--- config.mk ---
export PLATFORM = sky130hd
export DESIGN_NAME = srsync_rx
export DESIGN_NICKNAME = d
export VERILOG_FILES = /design/src/core/srsync_pkg.sv /design/src/core/srsync_rx.sv
export SDC_FILE = /design/constraint.sdc
export NUM_CORES = 2
export LEC_CHECK = 0
export ABC_AREA = 1
export BUFFER_PORTS_ARGS = -buffer_cell sky130_fd_sc_hd__buf_2
export CAP_MARGIN = 10
export CORE_UTILIZATION = 30
export CTS_CLUSTER_DIAMETER = 200
export CTS_CLUSTER_SIZE = 25
export DETAILED_ROUTE_END_ITERATION = 8
export GPL_ROUTABILITY_DRIVEN = 0
export PLACE_DENSITY = 0.48
export SKIP_LAST_GASP = 1
export SLEW_MARGIN = 20
export SYNTH_ARGS = -nofsm -noshare
export SYNTH_HDL_FRONTEND = slang
export SYNTH_SLANG_ARGS = --single-unit
export TNS_END_PERCENT = 100
--- constraint.sdc ---
create_clock -name pclk -period 10.5 [get_ports pclk]
set_input_delay 1.05 -clock pclk [delete_from_list [all_inputs] [get_ports pclk]]
set_output_delay 1.05 -clock pclk [all_outputs]
set_load 0.005 [all_outputs]
--- src/core/srsync_pkg.sv ---
// Purpose: shared constants and types of the serial lane sync receiver
// Assumes: pclk at 200 MHz, recovered lane clocks sampled as plain inputs
// Notes:   every offset, field position and count lives here, and the reset value of each apb register but irq_stat
package srsync_pkg;

  // ==========================================================================
  // sizes and timing
  localparam int unsigned NUM_LANES      = 4;
  localparam int unsigned WORD_BITS      = 10;
  localparam int unsigned CLK_PERIOD_NS  = 5;
  localparam int unsigned LINK_PERIOD_NS = 160;
  localparam int unsigned FRAME_CYCLES   = LINK_PERIOD_NS * WORD_BITS / CLK_PERIOD_NS;
  localparam int unsigned GAP_CYCLES     = 2 * LINK_PERIOD_NS / CLK_PERIOD_NS;
  localparam int unsigned LOCK_EDGES     = 16;
  localparam int unsigned SYNC_WORDS     = 4;
  localparam int unsigned ERR_LIMIT      = 4;
  localparam int unsigned LAT_MIN        = 13;
  localparam int unsigned LAT_MAX        = 28;
  localparam int unsigned DLY_DEPTH      = 32;

  // ==========================================================================
  // register offsets
  localparam logic [7:0] ADDR_CTRL     = 8'h00;
  localparam logic [7:0] ADDR_MAP      = 8'h04;
  localparam logic [7:0] ADDR_SKEW     = 8'h08;
  localparam logic [7:0] ADDR_STATUS   = 8'h0C;
  localparam logic [7:0] ADDR_IRQ_STAT = 8'h10;
  localparam logic [7:0] ADDR_IRQ_CLR  = 8'h14;
  localparam logic [7:0] ADDR_IRQ_EN   = 8'h18;

  // ==========================================================================
  // field positions
  localparam int unsigned CTRL_FRAME_FORCE = 0;
  localparam int unsigned CTRL_DATA_FORCE  = 1;
  localparam int unsigned CTRL_LMF_211     = 2;
  localparam int unsigned CTRL_MASTER      = 3;
  localparam int unsigned MAP_POL_LSB      = 8;
  localparam int unsigned STAT_LOCK_LSB    = 0;
  localparam int unsigned STAT_SYNC_LSB    = 4;
  localparam int unsigned STAT_REQ_BIT     = 8;
  localparam int unsigned STAT_ADJ_LSB     = 12;
  localparam int unsigned IRQ_LINK_UP      = 0;
  localparam int unsigned IRQ_SYNC_LOST    = 1;
  localparam int unsigned IRQ_LOCK_LOST    = 2;
  localparam int unsigned IRQ_MDS_ADJ      = 3;

  // ==========================================================================
  // reset values
  localparam logic [3:0] CTRL_RST = 4'h3;
  localparam logic [7:0] MAP_RST  = 8'hE4;
  localparam logic [3:0] POL_RST  = 4'h0;
  localparam logic [3:0] SKEW_RST = 4'h0;
  localparam logic [3:0] IEN_RST  = 4'h0;

  // ==========================================================================
  // sync character, first received bit in bit 9
  localparam logic [9:0] K285_RDN = 10'h0FA;
  localparam logic [9:0] K285_RDP = 10'h305;

  typedef enum logic [1:0] {
    SRSYNC_HUNT   = 2'b00,
    SRSYNC_CHECK  = 2'b01,
    SRSYNC_SYNCED = 2'b11
  } srsync_lane_state_type;

endpackage

--- src/core/srsync_rx.sv ---
// Purpose: lane front end of a serial converter link receiver with apb registers
// Assumes: lane clocks and data, and the alignment reference, are asynchronous pins
// Notes:   one pclk domain; frame clock is a one-cycle enable from a divider
//
// The implementer's own choices: the address map and the APB slave port.
`timescale 1ns/1ps
module srsync_rx (
  input  wire logic                pclk,
  input  wire logic                presetn,
  input  wire logic                psel,
  input  wire logic                penable,
  input  wire logic                pwrite,
  input  wire logic [7:0]          paddr,
  input  wire logic [31:0]         pwdata,
  output logic      [31:0]         prdata,
  output logic                     pready,
  output logic                     pslverr,
  input  wire logic [3:0]          lane_clk,
  input  wire logic [3:0]          lane_data,
  input  wire logic                mds_in,
  output logic                     mds_out,
  output logic                     sync_req_n,
  output logic [3:0][9:0]          lane_word_out,
  output logic [3:0]               lane_word_valid,
  output logic                     irq
);

  // ==========================================================================
  // declarations
  localparam int unsigned NUM_LANES = srsync_pkg::NUM_LANES;
  localparam int unsigned DLY_DEPTH = srsync_pkg::DLY_DEPTH;
  localparam int          LAT_MIN_I = int'(srsync_pkg::LAT_MIN);
  localparam int          LAT_MAX_I = int'(srsync_pkg::LAT_MAX);

  logic [3:0]        ctrl, next_ctrl;
  logic [7:0]        lane_map, next_lane_map;
  logic [3:0]        lane_pol, next_lane_pol;
  logic [3:0]        skew, next_skew;
  logic [3:0]        irq_en, next_irq_en;
  logic [3:0]        irq_stat, next_irq_stat;
  logic [31:0]       next_prdata;
  logic              next_sync_req_n;
  wire  [3:0]        lane_synced;
  wire  [3:0]        lane_locked;
  wire  [3:0]        sync_lost;
  wire  [3:0]        lock_lost;
  wire  [3:0][9:0]   lane_word;
  logic [3:0]        active;
  logic [3:0]        ev;
  logic              data_force;
  logic              frame_force;
  logic              apb_wr;
  logic [8:0]        frame_cnt, next_frame_cnt;
  logic              frame_tick;
  logic [4:0]        wp, next_wp;
  logic [9:0]        dbuf [NUM_LANES][DLY_DEPTH];
  logic [9:0]        next_dbuf [NUM_LANES][DLY_DEPTH];
  logic [3:0][9:0]   next_word_out;
  logic [3:0]        next_word_valid;
  logic [5:0]        dly_sum;
  logic [4:0]        dly;
  logic [4:0]        rd_idx;
  logic [3:0]        adj, next_adj;
  logic              mds_s1, mds_s2, mds_s3;
  logic              next_mds_out;
  logic              mds_rise;
  logic              adj_ev;

  // true for any offset this block answers
  function automatic logic addr_mapped(input logic [7:0] a);
    return (a == srsync_pkg::ADDR_CTRL)     || (a == srsync_pkg::ADDR_MAP)    ||
           (a == srsync_pkg::ADDR_SKEW)     || (a == srsync_pkg::ADDR_STATUS) ||
           (a == srsync_pkg::ADDR_IRQ_STAT) || (a == srsync_pkg::ADDR_IRQ_CLR) ||
           (a == srsync_pkg::ADDR_IRQ_EN);
  endfunction

  // either polarity of the sync character
  function automatic logic is_sync_char(input logic [9:0] w);
    return (w == srsync_pkg::K285_RDN) || (w == srsync_pkg::K285_RDP);
  endfunction

  function automatic logic [3:0] ones10(input logic [9:0] w);
    logic [3:0] n;
    n = 4'h0;
    for (int i = 0; i < 10; i++)
      n = n + {3'b000, w[i]};
    return n;
  endfunction

  assign data_force  = ctrl[srsync_pkg::CTRL_DATA_FORCE];
  assign frame_force = ctrl[srsync_pkg::CTRL_FRAME_FORCE];

  // ==========================================================================
  // per-lane clock recovery, deserialiser and word sync
  for (genvar p = 0; p < NUM_LANES; p++)
  begin : g_lane
    logic                              clk_s1, clk_s2, clk_s3, dat_s1, dat_s2;
    logic                              rise, word_done, locked, next_locked;
    logic                              rd, next_rd;
    logic [9:0]                        sh, next_sh, word, next_word;
    logic [3:0]                        bitcnt, next_bitcnt, n1;
    logic [6:0]                        gap, next_gap;
    logic [4:0]                        edges, next_edges;
    logic [2:0]                        cnt, next_cnt;
    srsync_pkg::srsync_lane_state_type state, next_state;

    // edge finder and lock loop; a silent clock for two bit times drops lock
    always_comb
    begin
      rise        = clk_s2 & ~clk_s3;
      next_sh     = rise ? {sh[8:0], dat_s2 ^ lane_pol[p]} : sh;
      next_gap    = rise ? 7'd0 : (gap == 7'(srsync_pkg::GAP_CYCLES)) ? gap : gap + 7'd1;
      next_edges  = edges;
      next_locked = locked;
      if (rise && !locked)
      begin
        next_edges = edges + 5'd1;
        if (edges == 5'(srsync_pkg::LOCK_EDGES - 1))
          next_locked = 1'b1;
      end
      if (gap == 7'(srsync_pkg::GAP_CYCLES) || data_force)
      begin
        next_locked = 1'b0;
        next_edges  = 5'd0;
      end
      // in hunt the boundary follows the sync character, afterwards every tenth bit
      word_done   = rise && ((state == srsync_pkg::SRSYNC_HUNT) ? is_sync_char(next_sh)
                                                                : (bitcnt == 4'd9));
      next_bitcnt = word_done ? 4'd0 : rise ? bitcnt + 4'd1 : bitcnt;
      next_word   = word_done ? next_sh : word;
      n1          = ones10(next_sh);
      next_state  = state;
      next_cnt    = cnt;
      next_rd     = rd;
      if (word_done)
      begin
        unique case (state)
          srsync_pkg::SRSYNC_HUNT:
          begin
            next_state = srsync_pkg::SRSYNC_CHECK;
            next_cnt   = 3'd1;
            next_rd    = (next_sh == srsync_pkg::K285_RDN);
          end
          srsync_pkg::SRSYNC_CHECK:
          begin
            next_rd  = (next_sh == srsync_pkg::K285_RDN);
            next_cnt = cnt + 3'd1;
            if (!is_sync_char(next_sh))
              next_state = srsync_pkg::SRSYNC_HUNT;
            else if (cnt == 3'(srsync_pkg::SYNC_WORDS - 1))
            begin
              next_state = srsync_pkg::SRSYNC_SYNCED;
              next_cnt   = 3'd0;
            end
          end
          srsync_pkg::SRSYNC_SYNCED:
          begin
            // a word of wrong weight or wrong disparity counts as an error
            if (n1 < 4'd4 || n1 > 4'd6 || (n1 == 4'd6 && rd) || (n1 == 4'd4 && !rd))
              next_cnt = cnt + 3'd1;
            else
              next_cnt = 3'd0;
            if (n1 == 4'd6)
              next_rd = 1'b1;
            else if (n1 == 4'd4)
              next_rd = 1'b0;
            if (next_cnt == 3'(srsync_pkg::ERR_LIMIT))
              next_state = srsync_pkg::SRSYNC_HUNT;
          end
          default:
            next_state = srsync_pkg::SRSYNC_HUNT;
        endcase
      end
      if (!locked || data_force)
      begin
        next_state = srsync_pkg::SRSYNC_HUNT;
        next_cnt   = 3'd0;
      end
    end

    // two flops on each pin before any logic looks at it
    always_ff @(posedge pclk or negedge presetn)
    begin
      if (!presetn)
      begin
        clk_s1 <= 1'b0;
        clk_s2 <= 1'b0;
        clk_s3 <= 1'b0;
        dat_s1 <= 1'b0;
        dat_s2 <= 1'b0;
        sh     <= 10'h000;
        word   <= 10'h000;
        bitcnt <= 4'h0;
        gap    <= 7'h00;
        edges  <= 5'h00;
        locked <= 1'b0;
        rd     <= 1'b0;
        cnt    <= 3'h0;
        state  <= srsync_pkg::SRSYNC_HUNT;
      end
      else
      begin
        clk_s1 <= lane_clk[p];
        clk_s2 <= clk_s1;
        clk_s3 <= clk_s2;
        dat_s1 <= lane_data[p];
        dat_s2 <= dat_s1;
        sh     <= next_sh;
        word   <= next_word;
        bitcnt <= next_bitcnt;
        gap    <= next_gap;
        edges  <= next_edges;
        locked <= next_locked;
        rd     <= next_rd;
        cnt    <= next_cnt;
        state  <= next_state;
      end
    end

    assign lane_synced[p] = (state == srsync_pkg::SRSYNC_SYNCED);
    assign lane_locked[p] = locked;
    assign lane_word[p]   = word;  // held for the frame side
    assign sync_lost[p]   = (state == srsync_pkg::SRSYNC_SYNCED) &&
                            (next_state != srsync_pkg::SRSYNC_SYNCED);
    assign lock_lost[p]   = locked && !next_locked;

  end

  // ==========================================================================
  // lanes in use and the sync request
  always_comb
  begin
    active = 4'h0;
    for (int l = 0; l < NUM_LANES; l++)
      if (!ctrl[srsync_pkg::CTRL_LMF_211] || l < 2)
        active[lane_map[2*l +: 2]] = 1'b1;
    // a single flop drives the pin, so the far side may sample it freely
    next_sync_req_n = !frame_force && !data_force && (|active) &&
                      (&(lane_synced | ~active));
  end

  // ==========================================================================
  // frame timebase, alignment delay and sample output
  always_comb
  begin
    frame_tick     = (frame_cnt == 9'(srsync_pkg::FRAME_CYCLES - 1));
    next_frame_cnt = frame_tick ? 9'd0 : frame_cnt + 9'd1;
    next_wp        = frame_tick ? wp + 5'd1 : wp;
    dly_sum        = 6'(srsync_pkg::LAT_MIN) + {2'b00, skew} + {2'b00, adj};
    dly            = (dly_sum > 6'(srsync_pkg::LAT_MAX)) ? 5'(srsync_pkg::LAT_MAX)
                                                         : dly_sum[4:0];
    rd_idx         = wp - dly;
    next_dbuf      = dbuf;
    next_word_out  = lane_word_out;
    next_word_valid = lane_word_valid;
    for (int l = 0; l < NUM_LANES; l++)
    begin
      if (frame_tick)
      begin
        next_dbuf[l][wp]   = lane_word[lane_map[2*l +: 2]];
        next_word_valid[l] = sync_req_n && !frame_force &&
                             (!ctrl[srsync_pkg::CTRL_LMF_211] || l < 2);
        next_word_out[l]   = next_word_valid[l] ? dbuf[l][rd_idx] : 10'h000;
      end
      if (frame_force)
      begin
        next_word_out[l]   = 10'h000;
        next_word_valid[l] = 1'b0;
      end
    end
    // master drives a square reference off its read pointer, slaves chase it
    next_mds_out = ctrl[srsync_pkg::CTRL_MASTER] && (rd_idx < 5'd16);
    mds_rise     = mds_s2 & ~mds_s3;
    next_adj     = adj;
    adj_ev       = 1'b0;
    if (!ctrl[srsync_pkg::CTRL_MASTER] && mds_rise && sync_req_n)
    begin
      if (rd_idx != 5'd0 && rd_idx < 5'd16 && adj != 4'hF)
      begin
        next_adj = adj + 4'h1;  // own reference early
        adj_ev   = 1'b1;
      end
      else if (rd_idx >= 5'd16 && adj != 4'h0)
      begin
        next_adj = adj - 4'h1;  // own reference late
        adj_ev   = 1'b1;
      end
    end
    if (frame_force)
      next_adj = 4'h0;
  end

  always_ff @(posedge pclk or negedge presetn)
  begin
    if (!presetn)
    begin
      frame_cnt       <= 9'h000;
      wp              <= 5'h00;
      lane_word_out   <= '0;
      lane_word_valid <= 4'h0;
      mds_s1          <= 1'b0;
      mds_s2          <= 1'b0;
      mds_s3          <= 1'b0;
      mds_out         <= 1'b0;
      adj             <= 4'h0;
      sync_req_n      <= 1'b0;
      for (int l = 0; l < NUM_LANES; l++)
        for (int d = 0; d < DLY_DEPTH; d++)
          dbuf[l][d] <= 10'h000;
    end
    else
    begin
      frame_cnt       <= next_frame_cnt;
      wp              <= next_wp;
      lane_word_out   <= next_word_out;
      lane_word_valid <= next_word_valid;
      mds_s1          <= mds_in;
      mds_s2          <= mds_s1;
      mds_s3          <= mds_s2;
      mds_out         <= next_mds_out;
      adj             <= next_adj;
      sync_req_n      <= next_sync_req_n;
      dbuf            <= next_dbuf;
    end
  end

  // ==========================================================================
  // apb slave, zero wait states; read data is loaded in the setup cycle
  assign pready = 1'b1;
  assign apb_wr = psel && penable && pwrite;
  assign ev     = {adj_ev, |lock_lost, |(sync_lost & active), next_sync_req_n & ~sync_req_n};
  assign irq    = |(irq_stat & irq_en);

  always_comb
  begin
    pslverr       = psel && penable && !addr_mapped(paddr);
    next_ctrl     = ctrl;
    next_lane_map = lane_map;
    next_lane_pol = lane_pol;
    next_skew     = skew;
    next_irq_en   = irq_en;
    next_irq_stat = irq_stat;
    next_prdata   = prdata;
    if (apb_wr)
    begin
      unique case (paddr)
        srsync_pkg::ADDR_CTRL:    next_ctrl   = pwdata[3:0];
        srsync_pkg::ADDR_MAP:
        begin
          next_lane_map = pwdata[7:0];
          next_lane_pol = pwdata[srsync_pkg::MAP_POL_LSB +: 4];
        end
        srsync_pkg::ADDR_SKEW:    next_skew   = pwdata[3:0];
        srsync_pkg::ADDR_IRQ_CLR: next_irq_stat = irq_stat & ~pwdata[3:0];
        srsync_pkg::ADDR_IRQ_EN:  next_irq_en = pwdata[3:0];
        default:                  next_ctrl   = ctrl;
      endcase
    end
    next_irq_stat = next_irq_stat | ev;  // set wins over a clear in the same cycle
    if (psel && !penable && !pwrite)
    begin
      next_prdata = 32'h0000_0000;
      unique case (paddr)
        srsync_pkg::ADDR_CTRL:     next_prdata[3:0]  = ctrl;
        srsync_pkg::ADDR_MAP:      next_prdata[11:0] = {lane_pol, lane_map};
        srsync_pkg::ADDR_SKEW:     next_prdata[3:0]  = skew;
        srsync_pkg::ADDR_STATUS:
        begin
          next_prdata[srsync_pkg::STAT_LOCK_LSB +: 4] = lane_locked;
          next_prdata[srsync_pkg::STAT_SYNC_LSB +: 4] = lane_synced;
          next_prdata[srsync_pkg::STAT_REQ_BIT]       = sync_req_n;
          next_prdata[srsync_pkg::STAT_ADJ_LSB +: 4]  = adj;
        end
        srsync_pkg::ADDR_IRQ_STAT: next_prdata[3:0]  = irq_stat;
        srsync_pkg::ADDR_IRQ_EN:   next_prdata[3:0]  = irq_en;
        default:                   next_prdata       = 32'h0000_0000;
      endcase
    end
  end

  always_ff @(posedge pclk or negedge presetn)
  begin
    if (!presetn)
    begin
      ctrl     <= srsync_pkg::CTRL_RST;
      lane_map <= srsync_pkg::MAP_RST;
      lane_pol <= srsync_pkg::POL_RST;
      skew     <= srsync_pkg::SKEW_RST;
      irq_en   <= srsync_pkg::IEN_RST;
      irq_stat <= 4'h0;
      prdata   <= 32'h0000_0000;
    end
    else
    begin
      ctrl     <= next_ctrl;
      lane_map <= next_lane_map;
      lane_pol <= next_lane_pol;
      skew     <= next_skew;
      irq_en   <= next_irq_en;
      irq_stat <= next_irq_stat;
      prdata   <= next_prdata;
    end
  end
endmodule

==> results_dict.tcl <==
set metrics [dict create \
    clk_pin_slew_ps 110 \
    fin_crit_ps 6330 \
    vias 59800 \
    hp-class "primary input to asynchronous set/reset pin" \
    worst_path_max_delay_cell "fa_4" \
    clock_tree.buffer_depth 3 \
    worstSetupEndpointType "flip-flop" \
    timing.fmax_ghz 0.158 \
    crit_required_ps 11100 \
    area_growth_pct 7.74 \
    power_switching_mw 3.09 \
    crit_type "flip-flop to flip-flop" \
    cellPowerDensity_nw_per_um2 140 \
    routed_wl_um 241000 \
    initial_core_util 0.302 \
    post-route-period-util 0.603 \
    num_rows 181 \
    die_x_um 497 \
    placed_cell_area_sq_um 77100 \
    grt_max_degree 173 \
    clk_latency_ps 730 \
    wl_per_cell_um 20.9 \
    ir_drop_mv 0.141 \
    startpoint_type "flip-flop" \
    clock_sinks 1581 \
    synth-edff-count 0 \
    crit_arrival_ps 6930 \
    tns_ps 0 \
    ys_warn_count 0 \
    core_area_sq_um 243000 \
    cts_hold_buf 0 \
    final_antenna_net_count 0 \
    antenna_found_initial 4 \
    io_buffers 97 \
    netlist_top_cells_area "dfrtp_1 (54%), nand2_1 (14%), o21ai_0 (11%)" \
    drc 0 \
    max_stage_delay_ps 920 \
    yosys.area.top_type_share 0.537 \
    max-slew-margin-rel 0.215 \
    ys.flop_type "dfrtp_1" \
    cp_max_fo 62 \
    layout_commonest_cell "nand2_1" \
    numCtsBuffers 73 \
    grt_usage 0.195 \
    grt_pass1_wl_um 369000 \
    synth_seq_cells 1581 \
    p_int_mw 8.01 \
    seq_area_frac_synth 0.539 \
    final_max_slew_viol_count 0 \
    cp_cell_sequence "inv_1 -> ha_1 -> inv_1 -> ha_1 -> inv_1 -> fa_1 -> xnor2_1 -> o211ai_1 -> nand2_1 -> nand2_1 -> inv_1 -> nor2_1 -> ha_4 -> inv_1 -> fa_4 -> buf_4 -> buf_4 -> nand3_1 -> o21a_1 -> o21ai_0 -> nor2_1 -> o311ai_0 -> nand2_1" \
    rsz0062_at_grt "no" \
    design.die.area_sq_um 247000 \
    stdcell_count 11500 \
    seqPwrFrac 0.567 \
    diodes 0 \
    overflow 0 \
    leakage_nw 34.5 \
    ys_types 58 \
    hpwl_um 135000 \
    design_area_sq_um 79100 \
    tightestPinTransition_ps 1180 \
    die_h_um 497 \
    clkPwrFrac 0.303 \
    htree_num_levels 3 \
    synth_area_per_cell_sq_um 8.40 \
    drive_gt1_frac 0.0519 \
    synthArstFlopShare 1.00 \
    final_hold_viol_count 0 \
    cp_common_cell "inv_1" \
    synth_top_cell_by_area "dfrtp_1" \
    postCtsSetupRepairBufs 0 \
    post_cts_resized 0 \
    swShare 0.278 \
    finalSetupViolCount 0 \
    synth_area_sq_um 73400 \
    critical_path.top_delay_family "adder cells" \
    clockRootBuffer "clkbuf_16" \
    drt-vias-per-instance 5.18 \
    max-cap-violations 0 \
    syn_inst 8738 \
    skew_ps 33.7 \
    drt_pass1_iterations 5 \
    grt_pass1_vias 57500 \
    drt_iter0_drc 5775 \
    status "finished clean" \
    cp.buffers_inverters 7 \
    total_power_mw 11.1 \
    dp.cells 11500 \
    cts_tree "yes" \
    ios 135 \
    hold_ws_ps 306 \
    final_nets 8502 \
    layout_common_cells "nand2_1 (2790), dfrtp_1 (1575), o21ai_0 (1565)" \
    combPwrFrac 0.130 \
]
[metrics by stage]
step                       util  worst slack [ps]
after detailed placement  0.317              4160
after CTS                 0.325              4150
after global routing      0.325              3780
after floorplan               -              5860
after global placement    0.317              4090
final                     0.325              4170
[flip-flops by register name (all words and copies together) (netlist names), 9 cells and up]
register / cells
dbuf: 1280
g_lane.sh: 40
g_lane.word: 40
lane_word_out: 40
g_lane.gap: 28
g_lane.edges: 20
g_lane.bitcnt: 16
prdata: 16
g_lane.cnt: 12
frame_cnt: 9
[metal layers]
layer | GRT usage | wire [um] | vias to the layer above
met1 | 0.279 | 114000 | 29700
met5 | 0 | 0 | -
li1 | - | - | 28200
met3 | 0.0189 | 11600 | 222
met2 | 0.317 | 110000 | 1622
met4 | 0.0422 | 5010 | 0
[power groups by stage]
stage	Combinational [mW]	Clock, mW	Sequential (mW)
2_1_floorplan	0.978	0	6.40
6_report	1.44	3.36	6.30
4_1_cts	1.46	3.51	6.30
3_5_place_dp	1.45	0	6.42
5_1_grt	1.66	3.69	6.32
3_3_place_gp	1.44	0	6.42
[final timing paths]
path | cells after the start | to | slack, ps | from
max reg2reg | 23 | lane_word_out[29] | 4170 | adj[0]
min | 1 | dbuf[115] | 310 | presetn
max | 23 | lane_word_out[29] | 4170 | adj[0]
max in group asynchronous | 3 | dbuf[943] | 7940 | presetn
min in group pclk | 0 | g_lane[1].dat_s2 | 350 | g_lane[1].dat_s1
min reg2reg | 0 | g_lane[1].dat_s2 | 350 | g_lane[1].dat_s1
[kinds of logic after synthesis]
family          Yosys count  synth area share
compound gates         2495             0.194
xor+xnor                 34           0.00416
buf+inv                1051            0.0551
fa+ha+maj               113            0.0220
simple gates           3459             0.185
other cells               2          0.000102
flops                  1581             0.539
mux                       3          0.000460
[cell usage after synthesis (51+ instances only)]
library cell / n
clkbuf_1: 631
inv_1: 313
a32o_1: 165
a21oi_1: 358
nor2_1: 312
o21ai_0: 1565
buf_1: 51
dfrtp_1: 1575
ha_1: 86
nand2_1: 2791
nand3_1: 249
[area by class of cell]
| type | count | area (sq um) |
|---|---|---|
| multi-input combinational | 6121 | 30700 |
| clock buffer | 81 | 1920 |
| clock inverter | 3 | 45.0 |
| timing repair buffer | 228 | 1630 |
| sequential | 1581 | 39600 |
| tap | 3202 | 4010 |
| fill | 25600 | 164000 |
| inverter | 330 | 1260 |
Note: power is estimated with default switching activity, not from simulation.
